`src/pkg/wdw_defines.svh`:
```
/*
 Constants of the windowed watchdog: bus offsets, field positions,
 reset values and timing figures.
 Assumes inclusion by bare name from the package and the design files.
*/
`ifndef WDW_DEFINES_SVH
`define WDW_DEFINES_SVH

// ---------------------------------------------------------------
// Timing
// ---------------------------------------------------------------
`define WDW_MCLK_KHZ 20000
`define WDW_OSC_KHZ 32
`define WDW_OSC_DIV (`WDW_MCLK_KHZ / `WDW_OSC_KHZ)
`define WDW_PRE_SHIFT_LO 5
`define WDW_PRE_SHIFT_HI 7

// ---------------------------------------------------------------
// Register offsets
// ---------------------------------------------------------------
`define WDW_ADDR_CFG 5'h00
`define WDW_ADDR_RCTL 5'h04
`define WDW_ADDR_CMD 5'h08
`define WDW_ADDR_STAT 5'h0c
`define WDW_ADDR_MASK 5'h10

// ---------------------------------------------------------------
// Watchdog configuration word fields
// ---------------------------------------------------------------
`define WDW_CFG_POST_LSB 0
`define WDW_CFG_POST_MSB 3
`define WDW_CFG_PRE 4
`define WDW_CFG_WINOFF 6
`define WDW_CFG_HARD 7
`define WDW_CFG_RST 8'h5f

// ---------------------------------------------------------------
// Reset control register fields
// ---------------------------------------------------------------
`define WDW_RCTL_IDLE 2
`define WDW_RCTL_SLEEP 3
`define WDW_RCTL_TMO 4
`define WDW_RCTL_SOFT 5
`define WDW_RCTL_MASK 8'h3c
`define WDW_RCTL_RST 8'h00

// ---------------------------------------------------------------
// Command, status and mask fields
// ---------------------------------------------------------------
`define WDW_CMD_CLR 0
`define WDW_CMD_SLEEP 1
`define WDW_CMD_IDLE 2
`define WDW_ST_TMO 0
`define WDW_ST_WIN 1
`define WDW_ST_WAKE 2
`define WDW_ST_MASK 8'h07
`define WDW_ST_RST 8'h00

// ---------------------------------------------------------------
// Bus answers
// ---------------------------------------------------------------
`define WDW_RESP_OKAY 2'h0
`define WDW_RESP_SLVERR 2'h2

`endif

```
`src/pkg/wdw_pkg.sv`:
```
/*
 Types of the windowed watchdog.
 Assumes the constants header is on the include path.
*/
package wdw_pkg;
    `include "wdw_defines.svh"

    // Power mode of the core as seen by the watchdog
    typedef enum logic [2:0] {
        WDW_RUN = 3'h1,
        WDW_SLEEP = 3'h2,
        WDW_IDLE = 3'h4
    } wdw_mode_t;
endpackage

```
`src/pkg/wdw_cnt_if.sv`:
```
/*
 Carrier between the watchdog control, its oscillator tick source and
 its prescaler/postscaler chain.
 Assumes one clock, mclk, shared by all parties.
*/
`timescale 1ns/1ps
interface wdw_cnt_if;
    logic osc_run;
    logic tick;
    logic clr;
    logic pre_sel;
    logic [3:0] post_sel;
    logic timeout;
    logic window_open;

    modport osc (input osc_run, output tick);
    modport cnt (input tick, clr, pre_sel, post_sel,
                 output timeout, window_open);
    modport ctl (output osc_run, clr, pre_sel, post_sel,
                 input tick, timeout, window_open);
endinterface

```
`src/core/wdw_top.sv`:
```
/*
 Windowed watchdog timer with an AXI4-Lite register slave.
 Holds the configuration word, the reset control flags, commands that
 stand for the clear and power-save instructions, the power mode and
 an interrupt with sticky status and mask.
 Assumes all inputs synchronous to mclk; wdt_reset is routed by the
 system to reset the core, not to nrst of this block.
*/
`timescale 1ns/1ps
`include "wdw_defines.svh"
module wdw_top #(
    parameter int OSC_DIV = `WDW_OSC_DIV,
    parameter int AW = 5
) (
    input wire logic mclk,
    input wire logic nrst,
    input wire logic [AW-1:0] s_axi_awaddr,
    input wire logic s_axi_awvalid,
    output logic s_axi_awready,
    input wire logic [31:0] s_axi_wdata,
    input wire logic [3:0] s_axi_wstrb,
    input wire logic s_axi_wvalid,
    output logic s_axi_wready,
    output logic [1:0] s_axi_bresp,
    output logic s_axi_bvalid,
    input wire logic s_axi_bready,
    input wire logic [AW-1:0] s_axi_araddr,
    input wire logic s_axi_arvalid,
    output logic s_axi_arready,
    output logic [31:0] s_axi_rdata,
    output logic [1:0] s_axi_rresp,
    output logic s_axi_rvalid,
    input wire logic s_axi_rready,
    input wire logic dev_reset_req,
    input wire logic clk_switch_done,
    input wire logic wake_event,
    output logic osc_on,
    output logic wdt_reset,
    output wdw_pkg::wdw_mode_t power_mode,
    output logic irq
);
    import wdw_pkg::*;

    // -----------------------------------------------------------
    // State
    // -----------------------------------------------------------
    logic [7:0] cfg_q;
    logic [7:0] cfg_d;
    logic [7:0] rctl_q;
    logic [7:0] rctl_d;
    logic [7:0] stat_q;
    logic [7:0] stat_d;
    logic [7:0] mask_q;
    logic [7:0] mask_d;
    wdw_mode_t mode_q;
    wdw_mode_t mode_d;
    logic wdt_reset_q;
    logic bvalid_q;
    logic [1:0] bresp_q;
    logic rvalid_q;
    logic [31:0] rdata_q;
    logic [1:0] rresp_q;

    wdw_cnt_if cnt_bus ();

    wdw_osc #(
        .DIV(OSC_DIV)
    ) u_osc (
        .mclk(mclk),
        .nrst(nrst),
        .osc(cnt_bus.osc)
    );

    wdw_scaler u_scaler (
        .mclk(mclk),
        .nrst(nrst),
        .cnt(cnt_bus.cnt)
    );

    // Known offset test
    function automatic logic addr_hit(input logic [AW-1:0] a);
        addr_hit = (a == AW'(`WDW_ADDR_CFG)) || (a == AW'(`WDW_ADDR_RCTL))
                || (a == AW'(`WDW_ADDR_CMD)) || (a == AW'(`WDW_ADDR_STAT))
                || (a == AW'(`WDW_ADDR_MASK));
    endfunction

    // -----------------------------------------------------------
    // Write channel decode
    // -----------------------------------------------------------
    wire wr_go = s_axi_awvalid && s_axi_wvalid && !bvalid_q;
    wire wr_en = wr_go && s_axi_wstrb[0];
    wire [7:0] wbyte = s_axi_wdata[7:0];
    wire wr_cfg = wr_en && (s_axi_awaddr == AW'(`WDW_ADDR_CFG));
    wire wr_rctl = wr_en && (s_axi_awaddr == AW'(`WDW_ADDR_RCTL));
    wire wr_cmd = wr_en && (s_axi_awaddr == AW'(`WDW_ADDR_CMD));
    wire wr_mask = wr_en && (s_axi_awaddr == AW'(`WDW_ADDR_MASK));
    wire wr_bad = !addr_hit(s_axi_awaddr);

    assign s_axi_awready = wr_go;
    assign s_axi_wready = wr_go;

    // -----------------------------------------------------------
    // Read channel decode
    // -----------------------------------------------------------
    wire rd_go = s_axi_arvalid && !rvalid_q;
    wire rd_stat = rd_go && (s_axi_araddr == AW'(`WDW_ADDR_STAT));
    wire rd_bad = !addr_hit(s_axi_araddr);
    wire [7:0] rd_byte =
        (s_axi_araddr == AW'(`WDW_ADDR_CFG)) ? cfg_q :
        (s_axi_araddr == AW'(`WDW_ADDR_RCTL)) ? rctl_q :
        (s_axi_araddr == AW'(`WDW_ADDR_STAT)) ? stat_q :
        (s_axi_araddr == AW'(`WDW_ADDR_MASK)) ? mask_q : 8'h00;

    assign s_axi_arready = !rvalid_q;

    // -----------------------------------------------------------
    // Watchdog events
    // -----------------------------------------------------------
    wire in_run = (mode_q == WDW_RUN);
    wire enabled = cfg_q[`WDW_CFG_HARD]
                || rctl_q[`WDW_RCTL_SOFT];
    wire cmd_clr = wr_cmd && wbyte[`WDW_CMD_CLR];
    wire cmd_sleep = wr_cmd && wbyte[`WDW_CMD_SLEEP];
    wire cmd_idle = wr_cmd && wbyte[`WDW_CMD_IDLE] && !cmd_sleep;
    wire enter_ps = in_run && (cmd_sleep || cmd_idle);
    wire tmo = cnt_bus.timeout && enabled;
    wire win_mode = !cfg_q[`WDW_CFG_WINOFF];
    wire win_viol = cmd_clr && in_run && enabled && win_mode
                 && !cnt_bus.window_open;
    wire fire = (tmo && in_run) || win_viol;
    wire wake = !in_run && (tmo || wake_event);
    wire dev_rst = dev_reset_req || fire;

    assign cnt_bus.osc_run = enabled;
    assign cnt_bus.pre_sel = cfg_q[`WDW_CFG_PRE];
    assign cnt_bus.post_sel =
        cfg_q[`WDW_CFG_POST_MSB:`WDW_CFG_POST_LSB];
    assign cnt_bus.clr = dev_rst || clk_switch_done
                      || enter_ps || wake
                      || cmd_clr || cmd_sleep || cmd_idle
                      || !enabled;

    // -----------------------------------------------------------
    // Power mode
    // -----------------------------------------------------------
    always_comb begin
        mode_d = mode_q;
        case (mode_q)
            WDW_RUN: begin
                if (cmd_sleep) begin
                    mode_d = WDW_SLEEP;
                end else if (cmd_idle) begin
                    mode_d = WDW_IDLE;
                end
            end
            WDW_SLEEP, WDW_IDLE: begin
                if (wake) begin
                    mode_d = WDW_RUN;
                end
            end
            default: begin
                mode_d = WDW_RUN;
            end
        endcase
    end

    // -----------------------------------------------------------
    // Register next values; hardware sets win over software clears
    // -----------------------------------------------------------
    always_comb begin
        cfg_d = wr_cfg ? wbyte : cfg_q;
        mask_d = wr_mask ? (wbyte & `WDW_ST_MASK) : mask_q;
        rctl_d = wr_rctl ? (wbyte & `WDW_RCTL_MASK) : rctl_q;
        if (dev_rst) begin
            rctl_d[`WDW_RCTL_SOFT] = 1'b0;
        end
        if (tmo || win_viol) begin
            rctl_d[`WDW_RCTL_TMO] = 1'b1;
        end
        if (enter_ps && cmd_sleep) begin
            rctl_d[`WDW_RCTL_SLEEP] = 1'b1;
        end
        if (enter_ps && cmd_idle) begin
            rctl_d[`WDW_RCTL_IDLE] = 1'b1;
        end
        stat_d = rd_stat ? 8'h00 : stat_q;
        stat_d[`WDW_ST_TMO] = stat_d[`WDW_ST_TMO] | tmo;
        stat_d[`WDW_ST_WIN] = stat_d[`WDW_ST_WIN] | win_viol;
        stat_d[`WDW_ST_WAKE] = stat_d[`WDW_ST_WAKE] | wake;
    end

    // -----------------------------------------------------------
    // Control registers
    // -----------------------------------------------------------
    always_ff @(posedge mclk or negedge nrst) begin
        if (!nrst) begin
            cfg_q <= `WDW_CFG_RST;
            rctl_q <= `WDW_RCTL_RST;
            stat_q <= `WDW_ST_RST;
            mask_q <= `WDW_ST_RST;
            mode_q <= WDW_RUN;
            wdt_reset_q <= 1'b0;
        end else begin
            cfg_q <= cfg_d;
            rctl_q <= rctl_d;
            stat_q <= stat_d;
            mask_q <= mask_d;
            mode_q <= mode_d;
            wdt_reset_q <= fire;
        end
    end

    // -----------------------------------------------------------
    // Bus answers
    // -----------------------------------------------------------
    always_ff @(posedge mclk or negedge nrst) begin
        if (!nrst) begin
            bvalid_q <= 1'b0;
            bresp_q <= `WDW_RESP_OKAY;
            rvalid_q <= 1'b0;
            rdata_q <= 32'h0000_0000;
            rresp_q <= `WDW_RESP_OKAY;
        end else begin
            if (wr_go) begin
                bvalid_q <= 1'b1;
                bresp_q <= wr_bad ? `WDW_RESP_SLVERR : `WDW_RESP_OKAY;
            end else if (s_axi_bready) begin
                bvalid_q <= 1'b0;
            end
            if (rd_go) begin
                rvalid_q <= 1'b1;
                rdata_q <= {24'h00_0000, rd_byte};
                rresp_q <= rd_bad ? `WDW_RESP_SLVERR : `WDW_RESP_OKAY;
            end else if (s_axi_rready) begin
                rvalid_q <= 1'b0;
            end
        end
    end

    assign s_axi_bvalid = bvalid_q;
    assign s_axi_bresp = bresp_q;
    assign s_axi_rvalid = rvalid_q;
    assign s_axi_rdata = rdata_q;
    assign s_axi_rresp = rresp_q;
    assign osc_on = enabled;
    assign wdt_reset = wdt_reset_q;
    assign power_mode = mode_q;
    assign irq = |(stat_q & mask_q);
endmodule // wdw_top

```
`src/core/wdw_low_power_rc_oscillator.sv`:
```
/*
 Stand-in for the low-power RC oscillator: a one-cycle enable at the
 nominal oscillator rate, derived from mclk.
 Assumes mclk at the rate given in the constants header.
*/
`timescale 1ns/1ps
`include "wdw_defines.svh"
module wdw_osc #(
    parameter int DIV = `WDW_OSC_DIV
) (
    input wire logic mclk,
    input wire logic nrst,
    wdw_cnt_if.osc osc
);
    import wdw_pkg::*;

    localparam int CW = $clog2(DIV);
    localparam logic [CW-1:0] LAST = CW'(DIV - 1);

    logic [CW-1:0] cnt_q;
    logic [CW-1:0] cnt_d;
    logic tick_q;
    wire at_last = (cnt_q == LAST);

    assign cnt_d = (!osc.osc_run || at_last) ? '0 : cnt_q + 1'b1;
    assign osc.tick = tick_q;

    // -----------------------------------------------------------
    // Divider, runs only while the oscillator is on
    // -----------------------------------------------------------
    always_ff @(posedge mclk or negedge nrst) begin
        if (!nrst) begin
            cnt_q <= '0;
            tick_q <= 1'b0;
        end else begin
            cnt_q <= cnt_d;
            tick_q <= osc.osc_run && at_last;
        end
    end
endmodule // wdw_osc

```
`src/core/wdw_scaler.sv`:
```
/*
 Prescaler and postscaler chain of the watchdog, with timeout pulse
 and the open flag of the last quarter of the period.
 Assumes tick is a one-cycle enable and clr overrides counting.
*/
`timescale 1ns/1ps
`include "wdw_defines.svh"
module wdw_scaler #(
    parameter int PRE_W = `WDW_PRE_SHIFT_HI,
    parameter int POST_W = 15
) (
    input wire logic mclk,
    input wire logic nrst,
    wdw_cnt_if.cnt cnt
);
    import wdw_pkg::*;

    localparam int EW = PRE_W + POST_W + 3;

    logic [PRE_W-1:0] pre_q;
    logic [POST_W-1:0] post_q;
    logic timeout_q;

    // Last value of the prescaler for the selected division
    function automatic logic [PRE_W-1:0] pre_last(input logic sel);
        pre_last = sel ? PRE_W'((1 << `WDW_PRE_SHIFT_HI) - 1)
                       : PRE_W'((1 << `WDW_PRE_SHIFT_LO) - 1);
    endfunction

    // Postscaler ratio; each code doubles the one below
    function automatic logic [POST_W:0] post_ratio(input logic [3:0] s);
        post_ratio = (POST_W+1)'(1) << s;
    endfunction

    wire [PRE_W-1:0] pre_end = pre_last(cnt.pre_sel);
    wire [POST_W:0] ratio = post_ratio(cnt.post_sel);
    wire [POST_W-1:0] post_end = POST_W'(ratio - 1'b1);
    wire pre_wrap = cnt.tick && (pre_q == pre_end);
    wire expire = pre_wrap && (post_q == post_end);
    wire [2:0] sh = cnt.pre_sel ? 3'(`WDW_PRE_SHIFT_HI)
                                : 3'(`WDW_PRE_SHIFT_LO);
    wire [EW-1:0] elapsed = (EW'(post_q) << sh) | EW'(pre_q);
    wire [EW-1:0] total = EW'(ratio) << sh;

    // Open in the last quarter of the period
    assign cnt.window_open = (elapsed << 2) >= (total * 3);
    assign cnt.timeout = timeout_q;

    // -----------------------------------------------------------
    // Counters
    // -----------------------------------------------------------
    always_ff @(posedge mclk or negedge nrst) begin
        if (!nrst) begin
            pre_q <= '0;
            post_q <= '0;
            timeout_q <= 1'b0;
        end else if (cnt.clr) begin
            pre_q <= '0;
            post_q <= '0;
            timeout_q <= 1'b0;
        end else begin
            pre_q <= pre_wrap ? '0 : pre_q + PRE_W'(cnt.tick);
            post_q <= expire ? '0 : post_q + POST_W'(pre_wrap);
            timeout_q <= expire;
        end
    end
endmodule // wdw_scaler

```
`config.mk`:
```
export PLATFORM = sky130hd
export DESIGN_NAME = wdw_top
export DESIGN_NICKNAME = d
export VERILOG_FILES = /design/src/pkg/wdw_pkg.sv /design/src/pkg/wdw_cnt_if.sv /design/src/core/wdw_top.sv /design/src/core/wdw_low_power_rc_oscillator.sv /design/src/core/wdw_scaler.sv
export VERILOG_INCLUDE_DIRS = /design/src /design/src/pkg
export SDC_FILE = /design/constraint.sdc
export NUM_CORES = 1
export LEC_CHECK = 0
export BUFFER_PORTS_ARGS = -buffer_cell sky130_fd_sc_hd__buf_4
export CORE_MARGIN = 4
export CORE_UTILIZATION = 56
export DETAILED_ROUTE_END_ITERATION = 8
export PLACE_DENSITY = 0.91
export SYNTH_ARGS = -nofsm -noshare
export SYNTH_HDL_FRONTEND = slang
export SYNTH_SLANG_ARGS = --single-unit
export TNS_END_PERCENT = 100
```
`constraint.sdc`:
```
create_clock -name mclk -period 4.4 [get_ports mclk]
set_input_delay 0.88 -clock mclk [delete_from_list [all_inputs] [get_ports mclk]]
set_output_delay 0.88 -clock mclk [all_outputs]
set_load 0.005 [all_outputs]
```
==> run_results.csv <==
group,metric,value,unit
logic_synthesis,synth.most_common_cell,"nor2_1",
setup_path,crit_top_cell,"ha_1",
grt,grt_usage,0.245,
floorplan,die_y,103,um
finish,nNetsFinal,723,
route,drc,0,
logic_synthesis,yosys.area.top_type,"dfrtp_1",
logic_synthesis,synth_edf_count,0,
clock_network,cts_max_path_buffers,2,
grt,grt_max_degree,69,
floorplan,initial_core_util,0.581,
timing,final-hold-violation-count,0,
finish,fillers,681,
logic_synthesis,synth.cell_area,5090,um2
logic_synthesis,yosys-top-cells-count,"76 x nor2_1, 61 x dfrtp_1, 51 x nand2_1, 37 x ha_1, 27 x buf_4",
timing,worst_pin_slew,0.834,ns
route,postRouteAntennaNets,0,
timing,maxSlewViolCount,0,
logic_synthesis,synth_ff_type,"dfrtp_1",
clock_network,tritoncts,"done",
floorplan,coreArea,8760,um2
setup_path,cpPeakStageDelay,0.64,ns
power,internal_power,1.11,mW
placement,place_area,5430,um2
finish,drive_gt1_frac,0.181,
route,first_pass_iters,5,
placement,io_buffers,49,
power,total_power,1.54,mW
finish,fin_area,5680,um2
logic_synthesis,synth_top_area_share,0.300,
logic_synthesis,ys_seq_area_frac,0.336,
placement,place_congestion,0.979,
power,swShare,0.280,
setup_path,required,4.62,ns
floorplan,ios,103,
logic_synthesis,synth-async-reset-ratio,1.00,
grt,antenna_found_initial,0,
status,outcome,"finished, final reports clean",
setup_path,critPathLaunchType,"flop",
power,power_density,270,nW/um2
logic_synthesis,postSynthAreaPerCell,8.70,um2
setup_path,critPathMaxFanout,9,
setup_path,path_cells,"xor2_1 > nand2_1 > nor3_1 > buf_4 > ha_1 > nor2b_1 > o21ai_0 > nand2b_1 > a21o_1 > a31oi_1 > mux2i_1 > ha_1 > nand4_1 > nor2_1 > o2111ai_1 > a31oi_2 > o2bb2ai_2 > or2_1",
logic_synthesis,synthTopCellsByArea,"dfrtp_1 30%, ha_1 9.1%, nor2_1 5.6%",
timing,whs,0.474,ns
route,vias,4521,
finish,syn_to_final_growth,11.7,%
floorplan,fp.dieW,103,um
timing,skew,0.0129,ns
logic_synthesis,ys_types,65,
timing,maxSlewHeadroom,0.444,
floorplan,die_area,10700,um2
placement,dp_hpwl,9220,um
power,seqPwrFrac,0.446,
power,p_comb_frac,0.186,
setup_path,cp-end-kind,"flop",
setup_path,crit_type,"reg -> reg",
setup_path,arrival,4.45,ns
grt,grt_pass1_wl,20800,um
route,routedWlPerCell,17.0,um
timing,fin_crit,4.22,ns
floorplan,placementRows,34,
worst_hold_path,hold_path.class,"reg -> reg",
setup_path,critPathTopFamily,"compound AO/OA/AOI/OAI gates",
logic_synthesis,ys_warn_count,0,
power,p_switching,431,uW
power,leakagePower,2.68,nW
clock_network,htree_levels,3,
grt,grt_pass1_vias,4464,
logic_synthesis,synthCells,585,
timing,timing.fmax,237,MHz
finish,diodes,0,
clock_network,clk_root_buffer_cell,"clkbuf_8",
clock_network,clkTransAtPathRegs,0.07,ns
setup_path,path_buf_inv,1,
clock_network,cts_made_buffers,9,
job,max_cap_viol_count,0,
power,clock_power_share,0.368,
power,ir_drop,0.240,mV
route,drt_iter0_markers,426,
timing,period_share,0.960,
grt,grt_remaining_overflow,0,
clock_network,clock-sinks,68,
route,viasPerCell,6.09,
setup_path,cpMaxStageDelayCell,"dfstp_2",
timing,setup_violations,0,
route,wl,12600,um
clock_network,clock_latency,0.34,ns
logic_synthesis,ys_ff_latch,68,
==> timing repair <==
item,4_1_cts,5_1_grt
resized for setup,0,3
hold endpoints to repair,0,0
hold buffers,0,0
buffers inserted,0,3
setup endpoints to repair,0,4
==> cells by family after synthesis <==
family	count (synthesis)	share of synthesized area
multiplexers	28	0.0598
other	1	0.000737
AND/OR/NAND/NOR	230	0.220
AO/OA/AOI/OAI	97	0.129
XOR/XNOR	45	0.0775
buffers and inverters	78	0.0819
adder cells (fa/ha/maj)	38	0.0949
flip-flops	68	0.336
==> path summary, 6_finish.rpt <==
| kind | start | to | slack, ns | cells past startpoint |
|---|---|---|---|---|
| max in group asynchronous | nrst | rctl_q[4]$_DFFE_PN0P_ | 3.20 | 1 |
| min in group asynchronous | nrst | s_axi_rresp[1]$_DFFE_PN0P_ | 0.63 | 1 |
| worst max register to register | cfg_q[1]$_DFFE_PN1P_ | wdt_reset$_DFF_PN0_ | 0.18 | 18 |
| worst min register to register | s_axi_rdata[7]$_DFFE_PN0P_ | s_axi_rdata[7]$_DFFE_PN0P_ | 0.47 | 2 |
| worst min-delay path | s_axi_rdata[7]$_DFFE_PN0P_ | s_axi_rdata[7]$_DFFE_PN0P_ | 0.47 | 2 |
| worst max-delay path | cfg_q[1]$_DFFE_PN1P_ | wdt_reset$_DFF_PN0_ | 0.18 | 18 |
==> metal layers <==
metal / GRT usage / wire length (um) / vias up
met5: 0 / 0 / -
met4: 0.0916 / 380 / 0
met3: 0.0423 / 943 / 49
met2: 0.433 / 6420 / 236
met1: 0.300 / 4840 / 2161
li1: - / - / 2075
==> worst reg2reg max path, delay by kind of cell (launching register included) <==
kind,cells,cell delay (ns)
fa+ha+maj,2,0.60
simple gates,7,1.11
flops,1,0.64
mux,1,0.13
compound gates,6,1.24
buf+inv,1,0.16
xor+xnor,1,0.25
==> sequential cells by signal, summed over array words and instances, names as in the netlist, 3 cells and up <==
name,cells
mask_q,3
u_osc.cnt_q,10
cfg_q,8
stat_q,3
u_scaler.pre_q,7
s_axi_rdata,8
rctl_q,4
u_scaler.post_q,15
power_mode,3
==> metrics by stage <==
stage               utilization  setup TNS [ns]  worst slack, ns  cells
floorplan                     -               0            0.536    610
global placement          0.620               0            0.287    723
detailed placement        0.620               0            0.240    723
CTS                       0.644               0            0.206    739
global route              0.649         -0.0734          -0.0388    742
finish                    0.649               0            0.176    742
==> power groups by stage <==
stage                     registers [mW]  clock network (mW)  logic [mW]
after detailed placement           0.698                   0       0.270
after global placement             0.696                   0       0.257
after floorplan                    0.681                   0       0.190
after CTS                          0.687               0.569       0.273
final                              0.685               0.565       0.287
after global routing               0.688               0.602       0.315
==> placed cells by master (no fill, tap or decap), types with 7 or more instances in the layout <==
cell / count
xor2_1: 25
nor3_1: 17
ha_1: 37
clkbuf_8: 10
mux2i_1: 9
dfrtp_1: 61
nand3_1: 26
dfstp_2: 7
nand2b_1: 7
mux2_2: 19
nor2b_1: 7
nor2_1: 76
a21oi_1: 22
buf_4: 61
nand2_1: 51
o21ai_0: 25
and3_1: 14
inv_1: 24
nand4_1: 8
conb_1: 26
xnor2_1: 20
==> area by class of cell <==
type / count / area, um2 / area share
clock buffers: 11 / 141 / 0.0249
multi-input cells: 464 / 3070 / 0.540
clock inverters: 5 / 75.1 / 0.0132
flip-flops and latches: 68 / 1710 / 0.301
well taps: 108 / 135 / 0.0238
repair buffers: 61 / 458 / 0.0806
inverters: 25 / 93.8 / 0.0165
Note: power is estimated with default switching activity, not from simulation.
